File: src/cxe_defs.vh
// constants shared by the miscellaneous instruction executor
`ifndef CXE_DEFS_VH
`define CXE_DEFS_VH
// register offsets on the plain register port
`define CXE_OFS_CMD 8'h00
`define CXE_OFS_OPERAND 8'h01
`define CXE_OFS_ZPTR 8'h02
`define CXE_OFS_SPTR 8'h03
`define CXE_OFS_STATUS 8'h04
`define CXE_OFS_RESULT 8'h05
`define CXE_OFS_STATE 8'h06
// command register fields
`define CXE_CMD_OP_LSB 0
`define CXE_CMD_OP_MSB 4
`define CXE_CMD_BIT_LSB 5
`define CXE_CMD_BIT_MSB 7
`define CXE_CMD_IO_LSB 8
`define CXE_CMD_IO_MSB 13
// reset values
`define CXE_RST_SPTR 16'h0FFF
`define CXE_RST_ZPTR 16'h0000
`define CXE_RST_STATUS 8'h00
// operation codes
`define CXE_OP_IN 5'h00
`define CXE_OP_OUT 5'h01
`define CXE_OP_PUSH 5'h02
`define CXE_OP_POP 5'h03
`define CXE_OP_XCH 5'h04
`define CXE_OP_LDSET 5'h05
`define CXE_OP_LDCLR 5'h06
`define CXE_OP_LDTGL 5'h07
`define CXE_OP_SHL 5'h08
`define CXE_OP_SHR 5'h09
`define CXE_OP_RLC 5'h0A
`define CXE_OP_RRC 5'h0B
`define CXE_OP_SAR 5'h0C
`define CXE_OP_SWAP 5'h0D
`define CXE_OP_FSET 5'h0E
`define CXE_OP_FCLR 5'h0F
`define CXE_OP_IOSET 5'h10
`define CXE_OP_IOCLR 5'h11
`define CXE_OP_TSTORE 5'h12
`define CXE_OP_TLOAD 5'h13
`define CXE_OP_BREAK 5'h14
`define CXE_OP_NOP 5'h15
`define CXE_OP_SLEEP 5'h16
`define CXE_OP_WDOG 5'h17
// status register bit positions
`define CXE_FLAG_C 0
`define CXE_FLAG_Z 1
`define CXE_FLAG_N 2
`define CXE_FLAG_V 3
`define CXE_FLAG_S 4
`define CXE_FLAG_H 5
`define CXE_FLAG_T 6
`define CXE_FLAG_I 7
`endif

File: src/cxe_shift_unit.v
// shift, rotate and nibble swap datapath with its flag results
`timescale 1ns/1ps
`default_nettype none
`include "cxe_defs.vh"
module cxe_shift_unit (
   // operation and operand
   input wire [4:0] op_in,
   input wire [7:0] val_in,
   input wire [7:0] status_in,
   // result and updated status register
   output reg [7:0] res_out,
   output reg [7:0] status_out
);
   reg cin;
   reg cout;
   always @* begin
      cin = status_in[`CXE_FLAG_C];
      cout = 1'b0;
      res_out = val_in;
      status_out = status_in;
      case (op_in)
         `CXE_OP_SHL: begin
            res_out = {val_in[6:0], 1'b0};
            cout = val_in[7];
         end
         `CXE_OP_SHR: begin
            res_out = {1'b0, val_in[7:1]};
            cout = val_in[0];
         end
         `CXE_OP_RLC: begin
            res_out = {val_in[6:0], cin};
            cout = val_in[7];
         end
         `CXE_OP_RRC: begin
            res_out = {cin, val_in[7:1]};
            cout = val_in[0];
         end
         `CXE_OP_SAR: begin
            res_out = {val_in[7], val_in[7:1]};
            cout = val_in[0];
         end
         `CXE_OP_SWAP: begin
            res_out = {val_in[3:0], val_in[7:4]};
         end
         default: begin
            res_out = val_in;
         end
      endcase
      if (op_in >= `CXE_OP_SHL && op_in <= `CXE_OP_SAR) begin
         status_out[`CXE_FLAG_C] = cout;
         status_out[`CXE_FLAG_Z] = (res_out == 8'h00);
         status_out[`CXE_FLAG_N] = res_out[7];
         status_out[`CXE_FLAG_V] = res_out[7] ^ cout;
      end
      // left moves also report bit 3 as half carry
      if (op_in == `CXE_OP_SHL || op_in == `CXE_OP_RLC) begin
         status_out[`CXE_FLAG_H] = val_in[3];
      end
   end
endmodule // cxe_shift_unit
`default_nettype wire

File: src/cxe_flag_unit.v
// status flag writes and transfers between register bits and the t flag
`timescale 1ns/1ps
`default_nettype none
`include "cxe_defs.vh"
module cxe_flag_unit (
   // operation, bit select and operand
   input wire [4:0] op_in,
   input wire [2:0] bit_in,
   input wire [7:0] val_in,
   input wire [7:0] status_in,
   // updated register value and status register
   output reg [7:0] res_out,
   output reg [7:0] status_out
);
   function [7:0] one_hot;
      input [2:0] idx;
      begin
         one_hot = 8'h01 << idx;
      end
   endfunction
   always @* begin
      res_out = val_in;
      status_out = status_in;
      case (op_in)
         `CXE_OP_FSET: status_out = status_in | one_hot(bit_in);
         `CXE_OP_FCLR: status_out = status_in & ~one_hot(bit_in);
         `CXE_OP_TSTORE: status_out[`CXE_FLAG_T] = val_in[bit_in];
         `CXE_OP_TLOAD: begin
            if (status_in[`CXE_FLAG_T]) begin
               res_out = val_in | one_hot(bit_in);
            end else begin
               res_out = val_in & ~one_hot(bit_in);
            end
         end
         default: res_out = val_in;
      endcase
   end
endmodule // cxe_flag_unit
`default_nettype wire

File: src/cxe_misc_exec.v
// executor for i/o, stack, ram exchange, shift, bit and flag instructions
`timescale 1ns/1ps
`default_nettype none
`include "cxe_defs.vh"
module cxe_misc_exec #(
   parameter [15:0] SRAM_BASE = 16'h2000,
   parameter [1:0] SRAM_EXTRA = 2'h1
) (
   // clock and reset
   input wire core_clk_in,
   input wire rstn_in,
   // register port
   input wire [7:0] reg_addr_in,
   input wire [15:0] reg_wdata_in,
   input wire reg_wr_in,
   input wire reg_rd_in,
   output reg [15:0] reg_rdata_out,
   // data memory
   output reg [15:0] mem_addr_out,
   output reg [7:0] mem_wdata_out,
   output reg mem_we_out,
   output reg mem_re_out,
   input wire [7:0] mem_rdata_in,
   // i/o register space
   output reg [5:0] io_addr_out,
   output reg [7:0] io_wdata_out,
   output reg [7:0] io_wmask_out,
   output reg io_we_out,
   output reg io_re_out,
   input wire [7:0] io_rdata_in,
   // core control events
   output reg break_out,
   output reg sleep_out,
   output reg watchdog_restart_out,
   output wire busy_out
);
   localparam [1:0] ST_IDLE = 2'h0;
   localparam [1:0] ST_FIRST = 2'h1;
   localparam [1:0] ST_HOLD = 2'h2;
   localparam [1:0] ST_SECOND = 2'h3;

   reg [1:0] state;
   reg [4:0] op;
   reg [2:0] bit_sel;
   reg [7:0] operand;
   reg [15:0] zptr;
   reg [15:0] sptr;
   reg [7:0] status_register;
   reg [7:0] result;
   reg [1:0] hold_left;
   reg [7:0] cycles;
   reg [7:0] last_cycles;

   wire [7:0] sh_res;
   wire [7:0] sh_status;
   wire [7:0] fl_res;
   wire [7:0] fl_status;
   wire cmd_wr;
   wire [4:0] cmd_op;
   wire [2:0] cmd_bit;
   wire [5:0] cmd_io;
   wire [15:0] pop_addr;

   function [7:0] bit_mask;
      input [2:0] idx;
      begin
         bit_mask = 8'h01 << idx;
      end
   endfunction

   function is_zop;
      input [4:0] code;
      begin
         is_zop = (code >= `CXE_OP_XCH) && (code <= `CXE_OP_LDTGL);
      end
   endfunction

   // addresses at or above the sram base pay the extra access cycle
   function in_sram;
      input [15:0] addr;
      begin
         in_sram = (addr >= SRAM_BASE);
      end
   endfunction

   assign cmd_wr = reg_wr_in && (reg_addr_in == `CXE_OFS_CMD);
   assign cmd_op = reg_wdata_in[`CXE_CMD_OP_MSB:`CXE_CMD_OP_LSB];
   assign cmd_bit = reg_wdata_in[`CXE_CMD_BIT_MSB:`CXE_CMD_BIT_LSB];
   assign cmd_io = reg_wdata_in[`CXE_CMD_IO_MSB:`CXE_CMD_IO_LSB];
   assign pop_addr = sptr + 16'h0001;
   assign busy_out = (state != ST_IDLE);

   cxe_shift_unit u_shift (
      .op_in(op),
      .val_in(operand),
      .status_in(status_register),
      .res_out(sh_res),
      .status_out(sh_status)
   );

   cxe_flag_unit u_flag (
      .op_in(op),
      .bit_in(bit_sel),
      .val_in(operand),
      .status_in(status_register),
      .res_out(fl_res),
      .status_out(fl_status)
   );

   // register reads answer in the following cycle only
   always @(posedge core_clk_in) begin
      if (!rstn_in) begin
         reg_rdata_out <= 16'h0000;
      end else if (reg_rd_in) begin
         case (reg_addr_in)
            `CXE_OFS_OPERAND: reg_rdata_out <= {8'h00, operand};
            `CXE_OFS_ZPTR: reg_rdata_out <= zptr;
            `CXE_OFS_SPTR: reg_rdata_out <= sptr;
            `CXE_OFS_STATUS: reg_rdata_out <= {8'h00, status_register};
            `CXE_OFS_RESULT: reg_rdata_out <= {8'h00, result};
            `CXE_OFS_STATE: reg_rdata_out <= {last_cycles, 5'h00, state, busy_out};
            default: reg_rdata_out <= 16'h0000;
         endcase
      end else begin
         reg_rdata_out <= 16'h0000;
      end
   end

   // software writes to plain registers; execution updates win on clash
   always @(posedge core_clk_in) begin
      if (!rstn_in) begin
         state <= ST_IDLE;
         op <= `CXE_OP_NOP;
         bit_sel <= 3'h0;
         operand <= 8'h00;
         zptr <= `CXE_RST_ZPTR;
         sptr <= `CXE_RST_SPTR;
         status_register <= `CXE_RST_STATUS;
         result <= 8'h00;
         hold_left <= 2'h0;
         cycles <= 8'h00;
         last_cycles <= 8'h00;
         mem_addr_out <= 16'h0000;
         mem_wdata_out <= 8'h00;
         mem_we_out <= 1'b0;
         mem_re_out <= 1'b0;
         io_addr_out <= 6'h00;
         io_wdata_out <= 8'h00;
         io_wmask_out <= 8'h00;
         io_we_out <= 1'b0;
         io_re_out <= 1'b0;
         break_out <= 1'b0;
         sleep_out <= 1'b0;
         watchdog_restart_out <= 1'b0;
      end else begin
         mem_we_out <= 1'b0;
         mem_re_out <= 1'b0;
         io_we_out <= 1'b0;
         io_re_out <= 1'b0;
         break_out <= 1'b0;
         sleep_out <= 1'b0;
         watchdog_restart_out <= 1'b0;
         if (reg_wr_in && reg_addr_in == `CXE_OFS_OPERAND) begin
            operand <= reg_wdata_in[7:0];
         end
         if (reg_wr_in && reg_addr_in == `CXE_OFS_ZPTR) begin
            zptr <= reg_wdata_in;
         end
         if (reg_wr_in && reg_addr_in == `CXE_OFS_SPTR && state == ST_IDLE) begin
            sptr <= reg_wdata_in;
         end
         if (reg_wr_in && reg_addr_in == `CXE_OFS_STATUS && state == ST_IDLE) begin
            status_register <= reg_wdata_in[7:0];
         end
         if (state != ST_IDLE) begin
            cycles <= cycles + 8'h01;
         end
         case (state)
            ST_IDLE: begin
               // a command is taken only while idle; it launches cycle one
               if (cmd_wr) begin
                  op <= cmd_op;
                  bit_sel <= cmd_bit;
                  cycles <= 8'h00;
                  state <= ST_FIRST;
                  io_addr_out <= cmd_io;
                  case (cmd_op)
                     `CXE_OP_IN: io_re_out <= 1'b1;
                     `CXE_OP_OUT: begin
                        io_we_out <= 1'b1;
                        io_wdata_out <= operand;
                        io_wmask_out <= 8'hFF;
                     end
                     `CXE_OP_IOSET: begin
                        io_we_out <= 1'b1;
                        io_wdata_out <= 8'hFF;
                        io_wmask_out <= bit_mask(cmd_bit);
                     end
                     `CXE_OP_IOCLR: begin
                        io_we_out <= 1'b1;
                        io_wdata_out <= 8'h00;
                        io_wmask_out <= bit_mask(cmd_bit);
                     end
                     `CXE_OP_PUSH: begin
                        mem_addr_out <= sptr;
                        mem_wdata_out <= operand;
                        if (in_sram(sptr) && SRAM_EXTRA != 2'h0) begin
                           hold_left <= SRAM_EXTRA;
                           state <= ST_HOLD;
                        end else begin
                           mem_we_out <= 1'b1;
                        end
                     end
                     `CXE_OP_BREAK: break_out <= 1'b1;
                     `CXE_OP_SLEEP: sleep_out <= 1'b1;
                     `CXE_OP_WDOG: watchdog_restart_out <= 1'b1;
                     default: begin
                        if (is_zop(cmd_op)) begin
                           mem_addr_out <= zptr;
                           mem_re_out <= 1'b1;
                        end
                     end
                  endcase
               end
            end
            ST_FIRST: begin
               state <= ST_IDLE;
               case (op)
                  `CXE_OP_IN: result <= io_rdata_in;
                  `CXE_OP_PUSH: sptr <= sptr - 16'h0001;
                  `CXE_OP_POP: begin
                     sptr <= pop_addr;
                     mem_addr_out <= pop_addr;
                     if (in_sram(pop_addr) && SRAM_EXTRA != 2'h0) begin
                        hold_left <= SRAM_EXTRA;
                        state <= ST_HOLD;
                     end else begin
                        mem_re_out <= 1'b1;
                        state <= ST_SECOND;
                     end
                  end
                  `CXE_OP_SHL, `CXE_OP_SHR, `CXE_OP_RLC, `CXE_OP_RRC, `CXE_OP_SAR,
                  `CXE_OP_SWAP: begin
                     result <= sh_res;
                     status_register <= sh_status;
                  end
                  `CXE_OP_FSET, `CXE_OP_FCLR, `CXE_OP_TSTORE: begin
                     status_register <= fl_status;
                  end
                  `CXE_OP_TLOAD: result <= fl_res;
                  default: begin
                     if (is_zop(op)) begin
                        // old byte goes back to the register side
                        result <= mem_rdata_in;
                        case (op)
                           `CXE_OP_LDSET: mem_wdata_out <= operand | mem_rdata_in;
                           `CXE_OP_LDCLR: mem_wdata_out <= ~operand & mem_rdata_in;
                           `CXE_OP_LDTGL: mem_wdata_out <= operand ^ mem_rdata_in;
                           default: mem_wdata_out <= operand;
                        endcase
                        if (in_sram(zptr) && SRAM_EXTRA != 2'h0) begin
                           hold_left <= SRAM_EXTRA;
                           state <= ST_HOLD;
                        end else begin
                           mem_we_out <= 1'b1;
                           state <= ST_SECOND;
                        end
                     end
                  end
               endcase
               if (state == ST_FIRST && !(op == `CXE_OP_POP || is_zop(op))) begin
                  last_cycles <= 8'h01;
               end
            end
            ST_HOLD: begin
               // address stays put while the internal sram catches up
               hold_left <= hold_left - 2'h1;
               if (hold_left == 2'h1) begin
                  state <= ST_SECOND;
                  mem_re_out <= (op == `CXE_OP_POP);
                  mem_we_out <= is_zop(op) || op == `CXE_OP_PUSH;
               end
            end
            ST_SECOND: begin
               // memory timing here assumes the on-chip memory, no wait signal
               if (op == `CXE_OP_POP) begin
                  result <= mem_rdata_in;
               end
               if (op == `CXE_OP_PUSH) begin
                  sptr <= sptr - 16'h0001;
               end
               last_cycles <= cycles + 8'h01;
               state <= ST_IDLE;
            end
            default: state <= ST_IDLE;
         endcase
      end
   end
endmodule // cxe_misc_exec
`default_nettype wire

File: config.mk
export PLATFORM = sky130hd
export DESIGN_NAME = cxe_misc_exec
export DESIGN_NICKNAME = d
export VERILOG_FILES = /design/src/cxe_shift_unit.v /design/src/cxe_flag_unit.v /design/src/cxe_misc_exec.v
export VERILOG_INCLUDE_DIRS = /design/src
export SDC_FILE = /design/constraint.sdc
export NUM_CORES = 1
export LEC_CHECK = 0
export BUFFER_PORTS_ARGS = -buffer_cell sky130_fd_sc_hd__clkbuf_2
export CAP_MARGIN = 30
export CORE_MARGIN = 2
export CORE_UTILIZATION = 30
export DETAILED_ROUTE_END_ITERATION = 8
export GPL_TIMING_DRIVEN = 0
export HOLD_SLACK_MARGIN = 0.02
export PLACE_DENSITY = 0.55
export SLEW_MARGIN = 5
export SYNTH_ARGS = -nofsm -noshare
export SYNTH_HDL_FRONTEND = slang
export SYNTH_SLANG_ARGS = --single-unit
File: constraint.sdc
create_clock -name core_clk_in -period 2.8 [get_ports core_clk_in]
set_input_delay 0.14 -clock core_clk_in [delete_from_list [all_inputs] [get_ports core_clk_in]]
set_output_delay 0.14 -clock core_clk_in [all_outputs]
set_load 0.005 [all_outputs]
==> results by group, run 1 <==
Outcome
  – Status: complete, no violations

STA
  – Minimum clock period: between 2 and 3 ns
  – Clock Skews: approximately 0.012 ns
  – Hold_ws: 0.0215 ns
  – Least-Margin Pin Slew: 1.01 ns
  – Final max-slew violation count: 0
  – Relative slew margins: 0.319
  – Endpoints failing setup: 0
  – Final Hold Vio Count: 0
  – Fmax: 366 MHz
  – Tcrit/Tclk final: 0.975
  – Unrepaired setup endpoints after global routing: no

Power and ir drop
  – Leakage power: roughly 0.0041 µW
  – PD cells: 616 nW/µm²
  – Worst VDD drop: about 0.00048 V

Synth
  – Yosys reg bits: between 150 and 200
  – Count leader, synth: nand2_1
  – Syn Area/Cell: 7.63 µm²
  – Synth top cells by count: nand2_1, dfxtp_1, a21oi_1
  – Netlist cell types: 86
  – Register area share after synthesis: 0.328
  – Post-synth top area share: 0.328
  – Synth area leaders: dfxtp_1, a21oi_1, nand2_1
  – Leading area contributor after synthesis: dfxtp_1
  – Syn_nets: about 1300
  – Syn Inst Count: approximately 1200
  – Syn. warnings: 0
  – Post-synth EDFFs: 0
  – Mapped Area: 9350 µm²
  – Top FF cell, synth: dfxtp_1
  – Ys async rst share: 0

Setup path
  – CP Cell Sequence: buf_2 -> nand2b_1 -> clkbuf_1 -> a21oi_1 -> a2111o_1 -> o32ai_1 -> a31oi_1 -> nor4_1
  – Worst Setup Start Kind: register
  – Setup crit end kind: register
  – Crit-path slowest cell: a2111o_1
  – Req. time, crit path: 3.14 ns
  – Crit path DAT: 3.07 ns
  – CP Max Fanout: 9
  – CP peak stage delay: 0.47 ns
  – WS Path Type: reg2reg
  – Reg2reg path depth: 8

Placement
  – Port-buffer cells: 108
  – RD Place Congestion: 0.968
  – Cell area after placement: 10400 µm²
  – Post-DP HPWL: 30500 µm

Routing
  – DR vias: 10349
  – Residual DRC: 0
  – Drt via density: 5.86
  – WL final: 40600 µm
  – Iteration-0 DRC Markers: 1359
  – Detailed Routing Iterations Pass 1: 6
  – Antenna viol nets, final: 0
  – Wirelength per Cell: 23.0 µm

Die
  – Core Box Area: 30700 µm²
  – Die area: 32600 µm²
  – DIE WIDTH: 181 µm
  – Site row count: 64
  – Initial Util: 0.305
  – Die height: 181 µm
  – IO Count: 114

GRT
  – Gr usage total: 0.245
  – Initial antenna violation count: 0
  – Number of global-route vias before repair: 9799
  – Global-route wire length before repair: 61000 µm
  – Largest net degree at the start of global routing: 19
  – Total gr overflow: 0

CTS
  – Setup bufs post-CTS: 0
  – CTS tree: yes
  – H-tree depth: 4
  – Worst-path clk slew: ~0.08 ns
  – Worst-Skew Late Latency: approximately 0.44 ns
  – Clock Sinks: 153
  – Cts bufs inserted: 17
  – Clock buffer depth: 2
  – CTS Root Cell: clkbuf_16

Final layout
  – Nets: between 1000 and 1500
  – Diodes inserted: 0
  – Final instance area: roughly 11000 µm²
  – Syn-to-layout area delta: 18.9%
  – Share of cells above drive strength 1: 0.149

Hold path
  – Hold path depth: 3
  – Type of the worst min-delay path: in2reg

Job
  – Max-cap violations: 0
-- placed cells by master (no fill, tap or decap), types with 7 or more instances in the layout --
cell and instances:
ha_1 23, o22ai_1 12, nand3_1 57, buf_2 11, nor3b_1 11, nor3_1 28, nand2_1 158, o211ai_1 30
clkbuf_16 17, a221oi_1 8, and3_1 11, nand4_1 11, o21ai_0 33, a21oi_1 137, mux2i_1 33, a22oi_1 26
or3_1 9, clkbuf_1 88, clkbuf_2 118, xor2_1 14, nand3b_1 7, a31oi_1 21, nand2b_1 8, inv_1 37
dlygate4sd3_1 7, a222oi_1 15, nor2_1 93, o221ai_1 12, dfxtp_1 153, a211oi_1 20, inv_8 8, nor2b_1 12
-- worst max-delay path, delay by kind of cell (launching register included) --
| kind | cells | cell delay, ns |
|---|---|---|
| buf+inv | 2 | 0.57 |
| simple gates | 2 | 0.42 |
| compound gates | 4 | 1.33 |
| flops | 1 | 0.31 |
-- stage by stage --
step	std cells	worst slack (ns)	utilization	total power (µW)	TNS, ns
finish	1766	0.0709	0.363	6850	0
global route	1766	0.00439	0.363	7130	0
CTS	1767	0.00613	0.361	6800	0
detailed placement	1729	-0.408	0.339	4410	-5.56
global placement	1729	-0.533	0.339	4420	-9.75
floorplan	1225	0.593	-	3670	0
-- worst paths after layout --
kind | startpoint | to | slack, ns
setup reg to reg | op[4] | status_register[1] | 0.07
hold reg to reg | mem_addr_out[0] | mem_addr_out[0] | 0.45
setup / recovery | op[4] | status_register[1] | 0.07
hold / removal | mem_rdata_in[4] | result[4] | 0.02
-- power breakdown --
part / switching, µW / leakage (µW) / internal, µW / total, µW
combinational: 1480 / 0.00260 / 606 / 2080
sequential: 85.8 / 0.00123 / 2280 / 2370
clock: 1190 / 0.000291 / 1210 / 2400
-- cell families (layout without fill, tap and decap cells) --
family | count (synthesis) | in the layout | synth area share
AO/OA/AOI/OAI | 384 | 384 | 0.275
XOR/XNOR | 19 | 19 | 0.0178
adder cells (fa/ha/maj) | 25 | 25 | 0.0335
buffers and inverters | 154 | 299 | 0.0641
flip-flops | 153 | 153 | 0.328
multiplexers | 39 | 39 | 0.0450
AND/OR/NAND/NOR | 451 | 451 | 0.237
-- area by class of cell --
class	instances	area, µm²
Multi-Input combinational cell	918	5740
Fill cell	3269	19600
Tap cell	396	495
Buffer	112	454
Timing Repair Buffer	115	611
Inverter	40	154
Clock buffer	17	425
Sequential cell	153	3060
Clock inverter	15	173
-- per-layer routing --
metal	track usage	part of all wire	vias to the layer above
met5	0	0	-
met4	0.0926	0.032	0
met3	0.0491	0.091	79
met2	0.367	0.43	547
met1	0.345	0.45	4950
li1	-	-	4773
-- state kept, by name, indices dropped and copies added (netlist names), 16 cells and up --
register       count
reg_rdata_out     16
mem_addr_out      16
sptr              16
zptr              16
-- repair_timing --
action / 4_1_cts / 5_1_grt
resized for setup: 8 / 18
endpoints found under the setup margin: 34 / 69
hold buffers: 7 / 0
endpoints found under the hold margin: 10 / 0
pin swaps: 0 / 0
Note: power is estimated with default switching activity, not from simulation.
==> run 2, diff against run 1 <==
- CORE_MARGIN: 2 -> 4
- CTS_CLUSTER_DIAMETER: default -> 40
==> results by group, run 2 (synthesis gave the netlist of run 1 again) <==
Die
  – Core Box Area: between 30000 and 40000 µm²
  – Site row count: 64
  – Die area: 34100 µm²
  – Initial Util: 0.305
  – Die height: 185 µm
  – IO Count: 114
  – DIE WIDTH: ~180 µm

STA
  – Final max-slew violation count: 0
  – Clock Skews: 0.0202 ns
  – Relative slew margins: 0.335
  – Unrepaired setup endpoints after global routing: no
  – Minimum clock period: ~2.7 ns
  – Final worst slack: 0.116 ns
  – Least-Margin Pin Slew: just under 1 ns
  – Tcrit/Tclk final: 0.959
  – Final Hold Vio Count: 0
  – Endpoints failing setup: 0
  – Fmax: around 370 MHz

CTS
  – Cts bufs inserted: 17
  – Worst-Skew Late Latency: around 0.44 ns
  – Worst-path clk slew: ~0.080 ns
  – CTS tree: yes
  – Clock buffer depth: 2
  – H-tree depth: 4
  – Clock Sinks: around 150
  – CTS Root Cell: clkbuf_16

Power and ir drop
  – Total power: 6750 µW
  – Leakage power: 0.00409 µW
  – Worst VDD drop: 0.000469 V
  – PD cells: approximately 610 nW/µm²

Final layout
  – Number of fill cells: 3294
  – Syn-to-layout area delta: 18.1%
  – Commonest non-fill, non-tap cell in the layout: nand2_1
  – Share of cells above drive strength 1: 0.148
  – Diodes inserted: 0
  – Most frequent cells in the layout: nand2_1, dfxtp_1, a21oi_1, clkbuf_2, nor2_1
  – Nets: approximately 1400

GRT
  – Total gr overflow: 0
  – Global-route wire length before repair: 59900 µm
  – Initial antenna violation count: 0
  – Gr usage total: 0.230
  – Number of global-route vias before repair: 9802
  – Largest net degree at the start of global routing: 17

Placement
  – RD Place Congestion: 0.993
  – Post-DP HPWL: 30200 µm
  – Port-buffer cells: about 110
  – Pre-CTS WS: -0.513 ns

Routing
  – Iteration-0 DRC Markers: 1369
  – WL final: just over 40000 µm
  – Detailed Routing Iterations Pass 1: 8
  – DR vias: 10403
  – Residual DRC: 0
  – Wirelength per Cell: 22.9 µm
  – Antenna viol nets, final: 0
  – Drt via density: 5.90

Hold path
  – Type of the worst min-delay path: in2reg
  – Hold path depth: 3

Setup path
  – Setup crit end kind: register
  – Reg2reg path depth: 9
  – Crit path DAT: 2.97 ns
  – CP Max Fanout: 10
  – Worst Setup Start Kind: register
  – R2R setup slack: 0.12 ns
  – WS Path Type: reg2reg
  – Req. time, crit path: 3.08 ns

Outcome
  – Status: complete, no violations

Job
  – Max-cap violations: 0
run 2: area by class of cell:
cell class              instances  area (µm²)  share of cell area
inverters                      40         150              0.0136
plain buffers                 112         455              0.0412
repair buffers                112         581              0.0526
multi-input cells             918        5750               0.521
clock inverters                13         109             0.00985
well taps                     396         495              0.0449
clock buffers                  19         443              0.0401
flip-flops and latches        153        3060               0.277
run 2: worst paths after layout:
kind	startpoint	end
max	state[1]	status_register[1]
min	reg_wdata_in[11]	io_addr_out[3]
max reg2reg	state[1]	status_register[1]
min reg2reg	mem_addr_out[0]	mem_addr_out[0]
run 2: report_power, final:
part | internal (µW) | switching (µW)
clock | 1180 | 1100
sequential | 2280 | 89.4
combinational | 604 | 1500
total | 4070 | 2680
run 2: through the flow:
| step | cell area [µm²] | std cells | TNS (ns) | hold slack (ns) | utilization |
|---|---|---|---|---|---|
| floorplan | 9350 | 1225 | 0 | 0.280 | - |
| detailed placement | 10400 | 1729 | -6.21 | 0.417 | 0.339 |
| finish | 11000 | 1763 | 0 | 0.0152 | 0.360 |
| CTS | 11000 | 1764 | 0 | 0.0229 | 0.359 |
| global route | 11000 | 1763 | 0 | 0.0245 | 0.360 |
| global placement | 10400 | 1729 | -10.34 | 0.425 | 0.339 |
run 2: worst max-delay path, stage by stage, from the launching register on:
cell and delay (ns):
dfxtp_1 0.35, inv_1 0.13, ha_2 0.35, nor4bb_1 0.32
nand4_1 0.25, clkbuf_2 0.29, mux2i_1 0.18, o221ai_1 0.19
a31oi_1 0.35, nor4_1 0.10
run 2: layer usage:
metal / track usage / wire length (µm) / share of wire / up-vias
met3: 0.0480 / 4550 / 0.11 / 79
met4: 0.0816 / 1350 / 0.033 / 0
met5: 0 / 0 / 0 / -
li1: - / - / - / 4764
met2: 0.351 / 17200 / 0.43 / 643
met1: 0.322 / 17200 / 0.43 / 4917
run 2: repair_timing:
item	4_1_cts	5_1_grt
resized for setup	7	21
hold buffers	4	0
endpoints found under the hold margin	7	0
gates cloned	0	0
setup buffers	0	0
setup endpoints to repair	34	68
